File: src/tpo_pkg.sv
package tpo_pkg;

  // clock and timing
  localparam int CLK_PERIOD_NS   = 40;
  localparam int BUSY_WIDTH_NS   = 320;
  localparam int BUSY_CYC        = (BUSY_WIDTH_NS + CLK_PERIOD_NS - 1) / CLK_PERIOD_NS;
  localparam int RELEASE_MIN_NS  = 70;
  localparam int RELEASE_CYC     = (RELEASE_MIN_NS + CLK_PERIOD_NS - 1) / CLK_PERIOD_NS;
  localparam int CARRY_MIN_NS    = 300;
  localparam int CARRY_CYC       = (CARRY_MIN_NS + CLK_PERIOD_NS - 1) / CLK_PERIOD_NS;
  localparam int STABLE_EDGES    = 2;

  // register map, byte addresses
  localparam int              ADDR_W      = 4;
  localparam logic [ADDR_W-1:0] ADDR_CTRL = 4'h0;
  localparam logic [ADDR_W-1:0] ADDR_POS  = 4'h4;
  localparam logic [ADDR_W-1:0] ADDR_LATCH = 4'h8;
  localparam logic [ADDR_W-1:0] ADDR_STAT = 4'hC;

  // ctrl fields
  localparam int CTRL_RES_LSB   = 0;
  localparam int CTRL_NARROW    = 2;
  localparam logic [1:0] CTRL_RES_RESET = 2'h1;
  // stat fields
  localparam int STAT_DIR       = 0;
  localparam int STAT_CARRY     = 1;
  localparam int STAT_BUSY      = 2;

  // resolution select codes
  localparam logic [1:0] RES_10 = 2'h0;
  localparam logic [1:0] RES_12 = 2'h1;
  localparam logic [1:0] RES_14 = 2'h2;
  localparam logic [1:0] RES_16 = 2'h3;

  localparam logic [1:0]  RESP_OKAY   = 2'h0;
  localparam logic [1:0]  RESP_SLVERR = 2'h2;
  localparam logic [31:0] WORD_ZERO   = 32'h0000_0000;
  localparam logic [15:0] POS_ZERO    = 16'h0000;

  typedef struct packed {
    logic [7:0] upper;
    logic [7:0] lower;
  } lane_t;

  typedef struct packed {
    logic              wr;
    logic [ADDR_W-1:0] waddr;
    logic [31:0]       wdata;
    logic [3:0]        wstrb;
    logic [ADDR_W-1:0] raddr;
  } reg_req_t;

  function automatic logic [15:0] res_mask(input logic [1:0] sel);
    case (sel)
      RES_10:  return 16'h03FF;
      RES_12:  return 16'h0FFF;
      RES_14:  return 16'h3FFF;
      default: return 16'hFFFF;
    endcase
  endfunction

endpackage

File: src/busy_gen.sv
`timescale 1ns/1ps
`default_nettype none
module busy_gen #(
  parameter int WIDTH_CYC = tpo_pkg::BUSY_CYC
) (
  // clock and reset
  input  wire logic mclk,
  input  wire logic rst,
  // pulse request and output
  input  wire logic trigger,
  output logic      busy
);
  import tpo_pkg::*;

  typedef struct packed {
    logic       busy;
    logic [7:0] cnt;
  } busy_state_t;

  busy_state_t st_reg;
  busy_state_t st_next;

  always_comb begin
    st_next = st_reg;
    // retrigger restarts the full width, so steps closer than the width share one edge
    // busy width window
    if (trigger) begin
      st_next.busy = 1'b1;
      st_next.cnt  = 8'(WIDTH_CYC - 1);
    end else if (st_reg.cnt != 8'h00) begin
      st_next.cnt = st_reg.cnt - 8'h01;
    end else begin
      st_next.busy = 1'b0;
    end
  end

  always_ff @(posedge mclk) begin
    if (rst) begin
      st_reg <= '0;
    end else begin
      st_reg <= st_next;
    end
  end

  assign busy = st_reg.busy;

endmodule // busy_gen
`default_nettype wire

File: src/axil_slave.sv
`timescale 1ns/1ps
`default_nettype none
module axil_slave (
  // clock and reset
  input  wire logic                    mclk,
  input  wire logic                    rst,
  // write address and data
  input  wire logic                    s_axi_awvalid,
  output logic                         s_axi_awready,
  input  wire logic [tpo_pkg::ADDR_W-1:0] s_axi_awaddr,
  input  wire logic                    s_axi_wvalid,
  output logic                         s_axi_wready,
  input  wire logic [31:0]             s_axi_wdata,
  input  wire logic [3:0]              s_axi_wstrb,
  // write response
  output logic                         s_axi_bvalid,
  input  wire logic                    s_axi_bready,
  output logic [1:0]                   s_axi_bresp,
  // read
  input  wire logic                    s_axi_arvalid,
  output logic                         s_axi_arready,
  input  wire logic [tpo_pkg::ADDR_W-1:0] s_axi_araddr,
  output logic                         s_axi_rvalid,
  input  wire logic                    s_axi_rready,
  output logic [31:0]                  s_axi_rdata,
  output logic [1:0]                   s_axi_rresp,
  // register side
  output tpo_pkg::reg_req_t            req,
  input  wire logic                    wr_ok,
  input  wire logic [31:0]             rd_data,
  input  wire logic                    rd_ok
);
  import tpo_pkg::*;

  typedef struct packed {
    logic              aw_full;
    logic [ADDR_W-1:0] awaddr;
    logic              w_full;
    logic [31:0]       wdata;
    logic [3:0]        wstrb;
    logic              bvalid;
    logic [1:0]        bresp;
    logic              rvalid;
    logic [31:0]       rdata;
    logic [1:0]        rresp;
  } axil_state_t;

  axil_state_t st_reg;
  axil_state_t st_next;
  logic        do_wr;

  assign s_axi_awready = !st_reg.aw_full && !st_reg.bvalid;
  assign s_axi_wready  = !st_reg.w_full && !st_reg.bvalid;
  assign s_axi_arready = !st_reg.rvalid;
  assign do_wr         = st_reg.aw_full && st_reg.w_full && !st_reg.bvalid;

  always_comb begin
    req.wr    = do_wr;
    req.waddr = st_reg.awaddr;
    req.wdata = st_reg.wdata;
    req.wstrb = st_reg.wstrb;
    req.raddr = s_axi_araddr;
  end

  always_comb begin
    st_next = st_reg;
    if (s_axi_awvalid && s_axi_awready) begin
      st_next.aw_full = 1'b1;
      st_next.awaddr  = s_axi_awaddr;
    end
    if (s_axi_wvalid && s_axi_wready) begin
      st_next.w_full = 1'b1;
      st_next.wdata  = s_axi_wdata;
      st_next.wstrb  = s_axi_wstrb;
    end
    if (do_wr) begin
      st_next.aw_full = 1'b0;
      st_next.w_full  = 1'b0;
      st_next.bvalid  = 1'b1;
      st_next.bresp   = wr_ok ? RESP_OKAY : RESP_SLVERR;
    end else if (st_reg.bvalid && s_axi_bready) begin
      st_next.bvalid = 1'b0;
    end
    if (s_axi_arvalid && s_axi_arready) begin
      st_next.rvalid = 1'b1;
      st_next.rdata  = rd_data;
      st_next.rresp  = rd_ok ? RESP_OKAY : RESP_SLVERR;
    end else if (st_reg.rvalid && s_axi_rready) begin
      st_next.rvalid = 1'b0;
    end
  end

  always_ff @(posedge mclk) begin
    if (rst) begin
      st_reg <= '0;
    end else begin
      st_reg <= st_next;
    end
  end

  assign s_axi_bvalid = st_reg.bvalid;
  assign s_axi_bresp  = st_reg.bresp;
  assign s_axi_rvalid = st_reg.rvalid;
  assign s_axi_rdata  = st_reg.rdata;
  assign s_axi_rresp  = st_reg.rresp;

endmodule // axil_slave
`default_nettype wire

File: src/tracking_position_output_port.sv
// Contract
// - data stable within 600 ns of hold
// - one busy pulse per counter step; steps closer than the busy width share one
// - hold blocks only counter-to-latch copy
// - hold release fires busy 70-140 ns later
// - enable high floats pins, low drives
// - lower lane LSB; upper per byte choice
// - unused data lines driven low
// - 8-line mode: MSBs or low nibble
// - carry rises on counter wrap
// - carry at least 300 ns, rises with busy
// - dir change: clear after two stable edges
// - carry and dir ignore hold
// - dir follows loop_up one cycle later, as busy follows step; before data
// - preset loads applied word
// - preset with invert clears high-data bits
// - invert active low, idles inactive
// - new byte stable within 140 ns
// - natural binary word, resolution wide
`timescale 1ns/1ps
`default_nettype none
module tracking_position_output_port #(
  parameter int POS_W = 16
) (
  // clock and reset
  input  wire logic                       mclk,
  input  wire logic                       rst,
  // tracking loop step
  input  wire logic                       step,
  input  wire logic                       loop_up,
  // host control pins
  input  wire logic                       hold_n,
  input  wire logic                       enable_n,
  input  wire logic                       byte_choice,
  input  wire logic                       preset_n,
  input  wire logic                       invert_n,
  // data lanes, split two-way pins
  input  wire tpo_pkg::lane_t             lane_in,
  output tpo_pkg::lane_t                  lane_out,
  output logic                            lane_oe_n,
  // status pins
  output logic                            busy,
  output logic                            carry,
  output logic                            dir,
  // axi4-lite
  input  wire logic                       s_axi_awvalid,
  output logic                            s_axi_awready,
  input  wire logic [tpo_pkg::ADDR_W-1:0] s_axi_awaddr,
  input  wire logic                       s_axi_wvalid,
  output logic                            s_axi_wready,
  input  wire logic [31:0]                s_axi_wdata,
  input  wire logic [3:0]                 s_axi_wstrb,
  output logic                            s_axi_bvalid,
  input  wire logic                       s_axi_bready,
  output logic [1:0]                      s_axi_bresp,
  input  wire logic                       s_axi_arvalid,
  output logic                            s_axi_arready,
  input  wire logic [tpo_pkg::ADDR_W-1:0] s_axi_araddr,
  output logic                            s_axi_rvalid,
  input  wire logic                       s_axi_rready,
  output logic [31:0]                     s_axi_rdata,
  output logic [1:0]                      s_axi_rresp
);
  import tpo_pkg::*;

  typedef struct packed {
    logic [POS_W-1:0] cnt;
    logic [POS_W-1:0] latch;
    logic             dir;
    logic             carry;
    logic [7:0]       carry_age;
    logic             dir_moved;
    logic [1:0]       stable_edges;
    logic             hold_q;
    logic [3:0]       rel_cnt;
    logic [1:0]       res_sel;
    logic             narrow;
    lane_t            lanes;
    logic             oe_n;
  } port_state_t;

  port_state_t      st_reg;
  port_state_t      st_next;
  reg_req_t         req;
  logic             wr_ok;
  logic             rd_ok;
  logic [31:0]      rd_data;
  logic             step_evt;
  logic             release_fire;
  logic             busy_trig;
  logic [POS_W-1:0] mask;
  logic [POS_W-1:0] preset_word;

  function automatic logic reg_known(input logic [ADDR_W-1:0] a);
    return (a == ADDR_CTRL) || (a == ADDR_POS) || (a == ADDR_LATCH) || (a == ADDR_STAT);
  endfunction

  // lane steering from the latched word
  function automatic lane_t lane_mux(input logic [POS_W-1:0] w, input logic sel,
                                     input logic nar);
    lane_t l;
    l = '0;
    if (nar) begin
      // 8-line 12-bit form: only the upper lane carries data
      // narrow byte split
      l.upper = sel ? w[11:4] : {4'h0, w[3:0]};
      l.lower = 8'h00;
    end else begin
      l.lower = w[7:0];
      l.upper = sel ? w[15:8] : w[7:0];
    end
    return l;
  endfunction

  assign mask        = POS_W'(res_mask(st_reg.res_sel));
  assign preset_word = POS_W'({lane_in.upper, lane_in.lower}) & mask;

  assign step_evt     = step && preset_n;
  assign release_fire = (st_reg.rel_cnt == 4'h1);
  assign busy_trig    = step_evt || release_fire;

  busy_gen #(
    .WIDTH_CYC (BUSY_CYC)
  ) u_busy (
    .mclk    (mclk),
    .rst     (rst),
    .trigger (busy_trig),
    .busy    (busy)
  );

  axil_slave u_axil (
    .mclk          (mclk),
    .rst           (rst),
    .s_axi_awvalid (s_axi_awvalid),
    .s_axi_awready (s_axi_awready),
    .s_axi_awaddr  (s_axi_awaddr),
    .s_axi_wvalid  (s_axi_wvalid),
    .s_axi_wready  (s_axi_wready),
    .s_axi_wdata   (s_axi_wdata),
    .s_axi_wstrb   (s_axi_wstrb),
    .s_axi_bvalid  (s_axi_bvalid),
    .s_axi_bready  (s_axi_bready),
    .s_axi_bresp   (s_axi_bresp),
    .s_axi_arvalid (s_axi_arvalid),
    .s_axi_arready (s_axi_arready),
    .s_axi_araddr  (s_axi_araddr),
    .s_axi_rvalid  (s_axi_rvalid),
    .s_axi_rready  (s_axi_rready),
    .s_axi_rdata   (s_axi_rdata),
    .s_axi_rresp   (s_axi_rresp),
    .req           (req),
    .wr_ok         (wr_ok),
    .rd_data       (rd_data),
    .rd_ok         (rd_ok)
  );

  // register read decode
  assign wr_ok = reg_known(req.waddr);
  assign rd_ok = reg_known(req.raddr);
  always_comb begin
    rd_data = WORD_ZERO;
    case (req.raddr)
      ADDR_CTRL: begin
        rd_data[CTRL_RES_LSB +: 2] = st_reg.res_sel;
        rd_data[CTRL_NARROW]       = st_reg.narrow;
      end
      ADDR_POS:   rd_data[POS_W-1:0] = st_reg.cnt;
      ADDR_LATCH: rd_data[POS_W-1:0] = st_reg.latch;
      ADDR_STAT: begin
        rd_data[STAT_DIR]   = st_reg.dir;
        rd_data[STAT_CARRY] = st_reg.carry;
        rd_data[STAT_BUSY]  = busy;
      end
      default: rd_data = WORD_ZERO;
    endcase
  end

  always_comb begin
    st_next        = st_reg;
    st_next.hold_q = hold_n;

    // control register
    if (req.wr && (req.waddr == ADDR_CTRL) && req.wstrb[0]) begin
      st_next.res_sel = req.wdata[CTRL_RES_LSB +: 2];
      st_next.narrow  = req.wdata[CTRL_NARROW];
      // a narrower width drops bits that no longer exist
      st_next.cnt     = st_reg.cnt & POS_W'(res_mask(req.wdata[CTRL_RES_LSB +: 2]));
    end

    st_next.dir = loop_up;

    if (!preset_n) begin
      // invert floats high when undriven, so plain load is the default
      // invert active low
      if (invert_n) begin
        st_next.cnt = preset_word;
      end else begin
        st_next.cnt = st_reg.cnt & ~preset_word;
      end
    end else if (step) begin
      st_next.cnt = loop_up ? ((st_reg.cnt + POS_W'(1)) & mask)
                            : ((st_reg.cnt - POS_W'(1)) & mask);
      if ((loop_up && st_reg.cnt == mask) || (!loop_up && st_reg.cnt == POS_ZERO)) begin
        st_next.carry        = 1'b1;
        st_next.carry_age    = 8'h00;
        st_next.dir_moved    = 1'b0;
        st_next.stable_edges = 2'h0;
      end
    end

    // carry ageing and release; hold plays no part here
    // carry ignores hold
    if (st_reg.carry && !(step_evt && st_next.carry_age == 8'h00 && st_next.carry)) begin
      if (st_reg.carry_age != 8'hFF) begin
        st_next.carry_age = st_reg.carry_age + 8'h01;
      end
      if (loop_up != st_reg.dir) begin
        st_next.dir_moved    = 1'b1;
        st_next.stable_edges = 2'h0;
      end else if (st_reg.dir_moved && busy_trig && st_reg.stable_edges != 2'h3) begin
        st_next.stable_edges = st_reg.stable_edges + 2'h1;
      end
      if (st_reg.carry_age >= 8'(CARRY_CYC - 1)) begin
        if (!st_reg.dir_moved || st_next.stable_edges >= 2'(STABLE_EDGES)) begin
          st_next.carry = 1'b0;
        end
      end
    end

    // release delay from the hold rising edge
    if (hold_n && !st_reg.hold_q) begin
      st_next.rel_cnt = 4'(RELEASE_CYC);
    end else if (st_reg.rel_cnt != 4'h0) begin
      st_next.rel_cnt = st_reg.rel_cnt - 4'h1;
    end

    // copy only with the busy edge and not while held
    // latch with busy
    if (busy_trig && hold_n) begin
      st_next.latch = st_next.cnt;
    end

    // registered pins: one cycle from byte choice or enable
    // byte change one cycle
    st_next.lanes = lane_mux(st_reg.latch & mask, byte_choice, st_reg.narrow);
    st_next.oe_n  = enable_n;
  end

  always_ff @(posedge mclk) begin
    if (rst) begin
      st_reg         <= '0;
      st_reg.hold_q  <= 1'b1;
      st_reg.oe_n    <= 1'b1;
      st_reg.res_sel <= CTRL_RES_RESET;
    end else begin
      st_reg <= st_next;
    end
  end

  assign lane_out  = st_reg.lanes;
  assign lane_oe_n = st_reg.oe_n;
  assign carry     = st_reg.carry;
  assign dir       = st_reg.dir;

endmodule // tracking_position_output_port
`default_nettype wire

File: config.mk
export PLATFORM = sky130hd
export DESIGN_NAME = tracking_position_output_port
export DESIGN_NICKNAME = d
export VERILOG_FILES = /design/src/tpo_pkg.sv /design/src/busy_gen.sv /design/src/axil_slave.sv /design/src/tracking_position_output_port.sv
export SDC_FILE = /design/constraint.sdc
export NUM_CORES = 1
export LEC_CHECK = 0
export BUFFER_PORTS_ARGS = -buffer_cell sky130_fd_sc_hd__buf_2
export CAP_MARGIN = 30
export CELL_PAD_IN_SITES_DETAIL_PLACEMENT = 0
export CELL_PAD_IN_SITES_GLOBAL_PLACEMENT = 1
export CORE_AREA = 4 4 147 149
export CTS_BUF_LIST = sky130_fd_sc_hd__clkbuf_4 sky130_fd_sc_hd__clkbuf_8
export CTS_CLUSTER_SIZE = 14
export DETAILED_ROUTE_END_ITERATION = 12
export DIE_AREA = 0 0 151 153
export PLACE_DENSITY_LB_ADDON = 0.1
export SLEW_MARGIN = 0
export SYNTH_ARGS = -nofsm -noshare
export SYNTH_HDL_FRONTEND = slang
export SYNTH_SLANG_ARGS = --single-unit
File: constraint.sdc
create_clock -name mclk -period 6.8 [get_ports mclk]
set_input_delay 1.7 -clock mclk [delete_from_list [all_inputs] [get_ports mclk]]
set_output_delay 1.7 -clock mclk [all_outputs]
set_load 0.05 [all_outputs]
## After elaboration in Yosys (flattened, before gate mapping)

Cells that the tools add are included.

- Flip-flop bits (word level): 111
- Input bits: 74
- Output and inout bits: 61

- Add/sub/neg operators: 6
- Order comparisons: 2
- Eq/ne operators: 16
- Mux-type cells: 35
- Bitwise operators: 7
- Reduce and logical (&&, ||, !) cells: 54

Operators by type and width:

| operator | count |
|---|---|
| $mux 16 | 7 |
| $and 16x16->16 | 6 |
| $pmux 16 s3 | 2 |
| $mux 12 | 4 |
| $mux 8 | 4 |
| $pmux 13 s2 | 1 |
| $logic_and 1x1->1 | 21 |
| $add 16x1->16 const B | 1 |
| $eq 16x16->1 | 1 |
| $eq 4x4->1 const B | 4 |
| $logic_not 16->1 | 1 |
| $not 16->16 | 1 |
| $sub 16x1->16 const B | 1 |
| $mux 2 | 7 |
| $pmux 3 s4 | 1 |
| $logic_or 1x1->1 | 9 |
| $mux 9 | 1 |
| $add 8x1->8 const B | 1 |
| $eq 4x3->1 const B | 2 |
| $ge 8x3->1 const B | 1 |
| $logic_not 1->1 | 8 |
| $logic_not 4->1 | 2 |
| $logic_not 8->1 | 1 |
| $mux 1 | 8 |
| other kinds (15) | 25 |

## Logic depth before layout (Yosys ltp)

- Word-level depth: 19
- Gate-level depth with buffers: 9
- Gate-level depth less buffers: 8

## By module

From an unflattened synthesis, not the netlist that was laid out.

- Cell total of the unflattened synthesis: 1022
- Area, all modules: 8274.2 µm²

Modules (own cells, without submodules):

| module | times used | cells an instance | area each (µm²) | seq. area each (µm²) |
|---|---|---|---|---|
| tracking_position_output_port | 1 | 552 | 4464.3 | 1401.3 |
| axil_slave | 1 | 421 | 3380.7 | 1561.5 |
| busy_gen | 1 | 49 | 429.2 | 180.2 |

## Worst setup path after synthesis

Ideal clock, no wire load.

- Kind: input port to flip-flop
- Start: in loop_up
- End: reg st_reg[51] (netlist bit)
- Arrival: 3529 ps
- Data required time: 6663 ps
- Path slack: 3133 ps
- Cell stages on the path: 9
- Path buffers: 1
- Cell sequence: inv_1 -> ha_1 -> clkbuf_1 -> a21oi_1 -> o21ai_0 -> a311oi_1 -> o221ai_1 -> a31oi_1 -> a211oi_1

- Word-level cells in the longest chain between the ends: 3

Ends and longest elaborated chain:

| element | RTL line | RTL |
|---|---|---|
| start, declared | tracking_position_output_port.sv:30 | `input wire logic loop_up,` |
| $mux 16 | tracking_position_output_port.sv:201 | `st_next.cnt = loop_up ? ((st_reg.cnt + POS_W'(1)) & mask)` |
| $mux 16 | tracking_position_output_port.sv:200 | `end else if (step) begin` |
| $mux 16 | tracking_position_output_port.sv:192 | `if (!preset_n) begin` |
| end signal, assigned | tracking_position_output_port.sv:256 | `st_reg <= st_next;` |
| end, declared | tracking_position_output_port.sv:82 | `port_state_t st_reg;` |

No other way between the ends.
A chain may end at the register's enable or synchronous reset.

## Worst setup path after layout

Same ends and word-level chain as after synthesis.

==> flow_summary.yaml <==
floorplanning:
  fp.coreArea_um2: 20200
  start_util_pct: 29.9
  io_pins: 135
  num_rows: 52
  dieArea_um2: 23100
  die_y_um: 153
  die_w_um: 151
routing:
  vias: 5223
  vias_per_cell: 5.09
  drt_wl_total_mm: 17.7
  drc: 0
  avgRoutedWirePerCell_um: 17.3
  drtPass1Iterations: 5
  drtIter0Drc: 295
  ant_nets: 0
timing:
  period_minus_slack_ps: 4060
  worst_slew_pin_slew_ps: 760
  tns_ps: 0
  whs_ps: 493
  max_freq_mhz: 247
  slew_violations: 0
  post-route-period-util_pct: 59.6
  rsz0062_at_grt: "no"
  maxSlewHeadroom_pct: 49.2
  clock_skew_ps: 19.6
  hold_viol: 0
  setup_violations: 0
cts:
  cts-buffers-inserted: 9
  cts_resized: 0
  cts-root-buf: "clkbuf_8"
  clkSinkCount: 109
  cts_htree_levels: 3
  cts_setup_buffers: 0
  cts_buffer_depth: 2
  clkSlewWorstSetupHoldPaths_ps: 110
  cts_tree: "done"
  clock_latency_ps: 380
  cts_hold_buf: 0
worst_setup_path:
  crit_start: "loop_up"
  reg2reg_from: "st_reg[62]"
  path_cells: "buf_2 -> inv_1 -> ha_1 -> a21oi_1 -> o21ai_0 -> a311oi_1 -> o221ai_1 -> a31oi_1 -> a211oi_1"
  required_ps: 7060
  end_kind: "register"
  critPathKind: "in2reg"
  start_kind: "primary input"
  cp_slowest_stage_delay_ps: 470
  crit_arrival_ps: 4320
  reg2regPathDepth: 7
  critPathSlowestCell: "inv_1"
  critPathMaxFanout: 16
power:
  switching_share_pct: 35.3
  p_per_area_nw_per_um2: 231
  switchingPower_uw: 536
  clock_power_share_pct: 25.0
  p_int_uw: 984
  seqPwrFrac_pct: 48.5
  combPwrFrac_pct: 26.5
  leakage_nw: 2.68
  ir_drop_mv: 0.0961
yosys:
  synth-edff-count: 0
  syn_avg_cell_area_um2: 8.35
  synth_cell_type_count: 58
  yosysWarnings: 0
  async_flop_share_pct: 0
  synth-seq-area-share_pct: 36.2
  syn_inst: 723
  ys_ff_latch: 109
  synth.cell_area_um2: 6030
  synth_top_flop_cell: "dfxtp_1"
run_status:
  status: "completed"
finish:
  final_util_pct: 32.6
  fin_cells: 1026
  drive_gt1_share_pct: 16.2
  syn_to_final_growth_pct: 8.98
  fin_nets: 842
  final_common_cell: "dfxtp_1"
  layout_common_cells: "109 x dfxtp_1, 94 x nor2_1, 85 x buf_2"
  largest_register_ffs: 51
global_route:
  grt_first_pass_wirelength_mm: 27.7
  grt_max_degree: 32
  antenna_found_initial: 4
  grt.total_usage_pct: 15.3
  grt_overflow_total: 0
  grt_pass1_vias: 4981
placed_design:
  dp_cells: 1009
  hpwl_mm: 13.7
  numPortBuffers: 84
  place_congestion: 0.811
hold_path:
  hold_start: "u_busy.busy"
  worstHoldPathType: "reg2reg"
  whs_path_depth: 2
flow_run:
  maxCapViolations: 0
critical path, delay by kind of cell:
kind,cells,cell delay [ps]
fa+ha+maj,1,460
compound gates,6,1530
buf+inv,2,610
cell families after synthesis:
kind of cell,share of synthesized area [%]
multiplexers,4.33
flip-flops,36.2
XOR/XNOR,3.19
adder cells (fa/ha/maj),3.86
AND/OR/NAND/NOR,22.0
other,0.0621
AO/OA/AOI/OAI,20.3
buffers and inverters,10.2
worst paths after layout:
path                       to  slack, ps
setup / recovery   st_reg[51]       2740
setup reg to reg   st_reg[51]       4280
hold / removal    u_busy.busy        490
hold reg to reg   u_busy.busy        490
metrics by stage:
| step | power (mW) | setup WS, ps | area, µm² |
|---|---|---|---|
| 2_1_floorplan | 1.07 | 3130 | 6100 |
| 3_5_place_dp | 1.15 | 2400 | 6390 |
| 5_1_grt | 1.62 | 2540 | 6580 |
| 4_1_cts | 1.55 | 2780 | 6570 |
| 6_report | 1.52 | 2740 | 6580 |
| 3_3_place_gp | 1.15 | 2350 | 6340 |
area by class of cell:
cell class | instances | area [µm²]
Antenna cell | 1 | 2.50
Clock buffer | 11 | 151
Clock inverter | 5 | 32.5
Fill cell | 2189 | 13600
Inverter | 16 | 60.1
Multi-Input combinational cell | 522 | 3320
Sequential cell | 109 | 2180
Tap cell | 270 | 338
Timing Repair Buffer | 92 | 494
cells in the mapped netlist (13+ instances only):
library cell / instances / area, µm²
ha_1: 17 / 213
inv_1: 16 / 60.1
dfxtp_1: 109 / 2180
a21oi_1: 49 / 245
a211oi_1: 20 / 150
a221oi_1: 15 / 131
nand3_1: 16 / 80.1
nor2_1: 94 / 353
buf_4: 52 / 390
mux2i_1: 19 / 190
nor3_1: 23 / 115
nand2b_1: 16 / 100
nand2_1: 31 / 116
a31oi_1: 13 / 81.3
clkbuf_1: 36 / 135
and2_1: 16 / 100
o21ai_0: 18 / 90.1
power by group through the flow:
| stage | clock network, mW | logic [mW] | registers [mW] |
|---|---|---|---|
| final | 0.380 | 0.403 | 0.737 |
| after CTS | 0.404 | 0.405 | 0.737 |
| after global placement | 0 | 0.398 | 0.752 |
| after global routing | 0.424 | 0.450 | 0.745 |
| after detailed placement | 0 | 0.403 | 0.752 |
| after floorplan | 0 | 0.329 | 0.743 |
metal layers:
| layer | global-route usage, % | routed length, µm | vias up |
|---|---|---|---|
| met4 | 5.18 | 402 | 6 |
| li1 | - | - | 2610 |
| met5 | 0 | 41 | - |
| met2 | 22.9 | 7760 | 143 |
| met1 | 21.1 | 8390 | 2436 |
| met3 | 4.00 | 1150 | 28 |
Power figures use the tool's default switching activity.
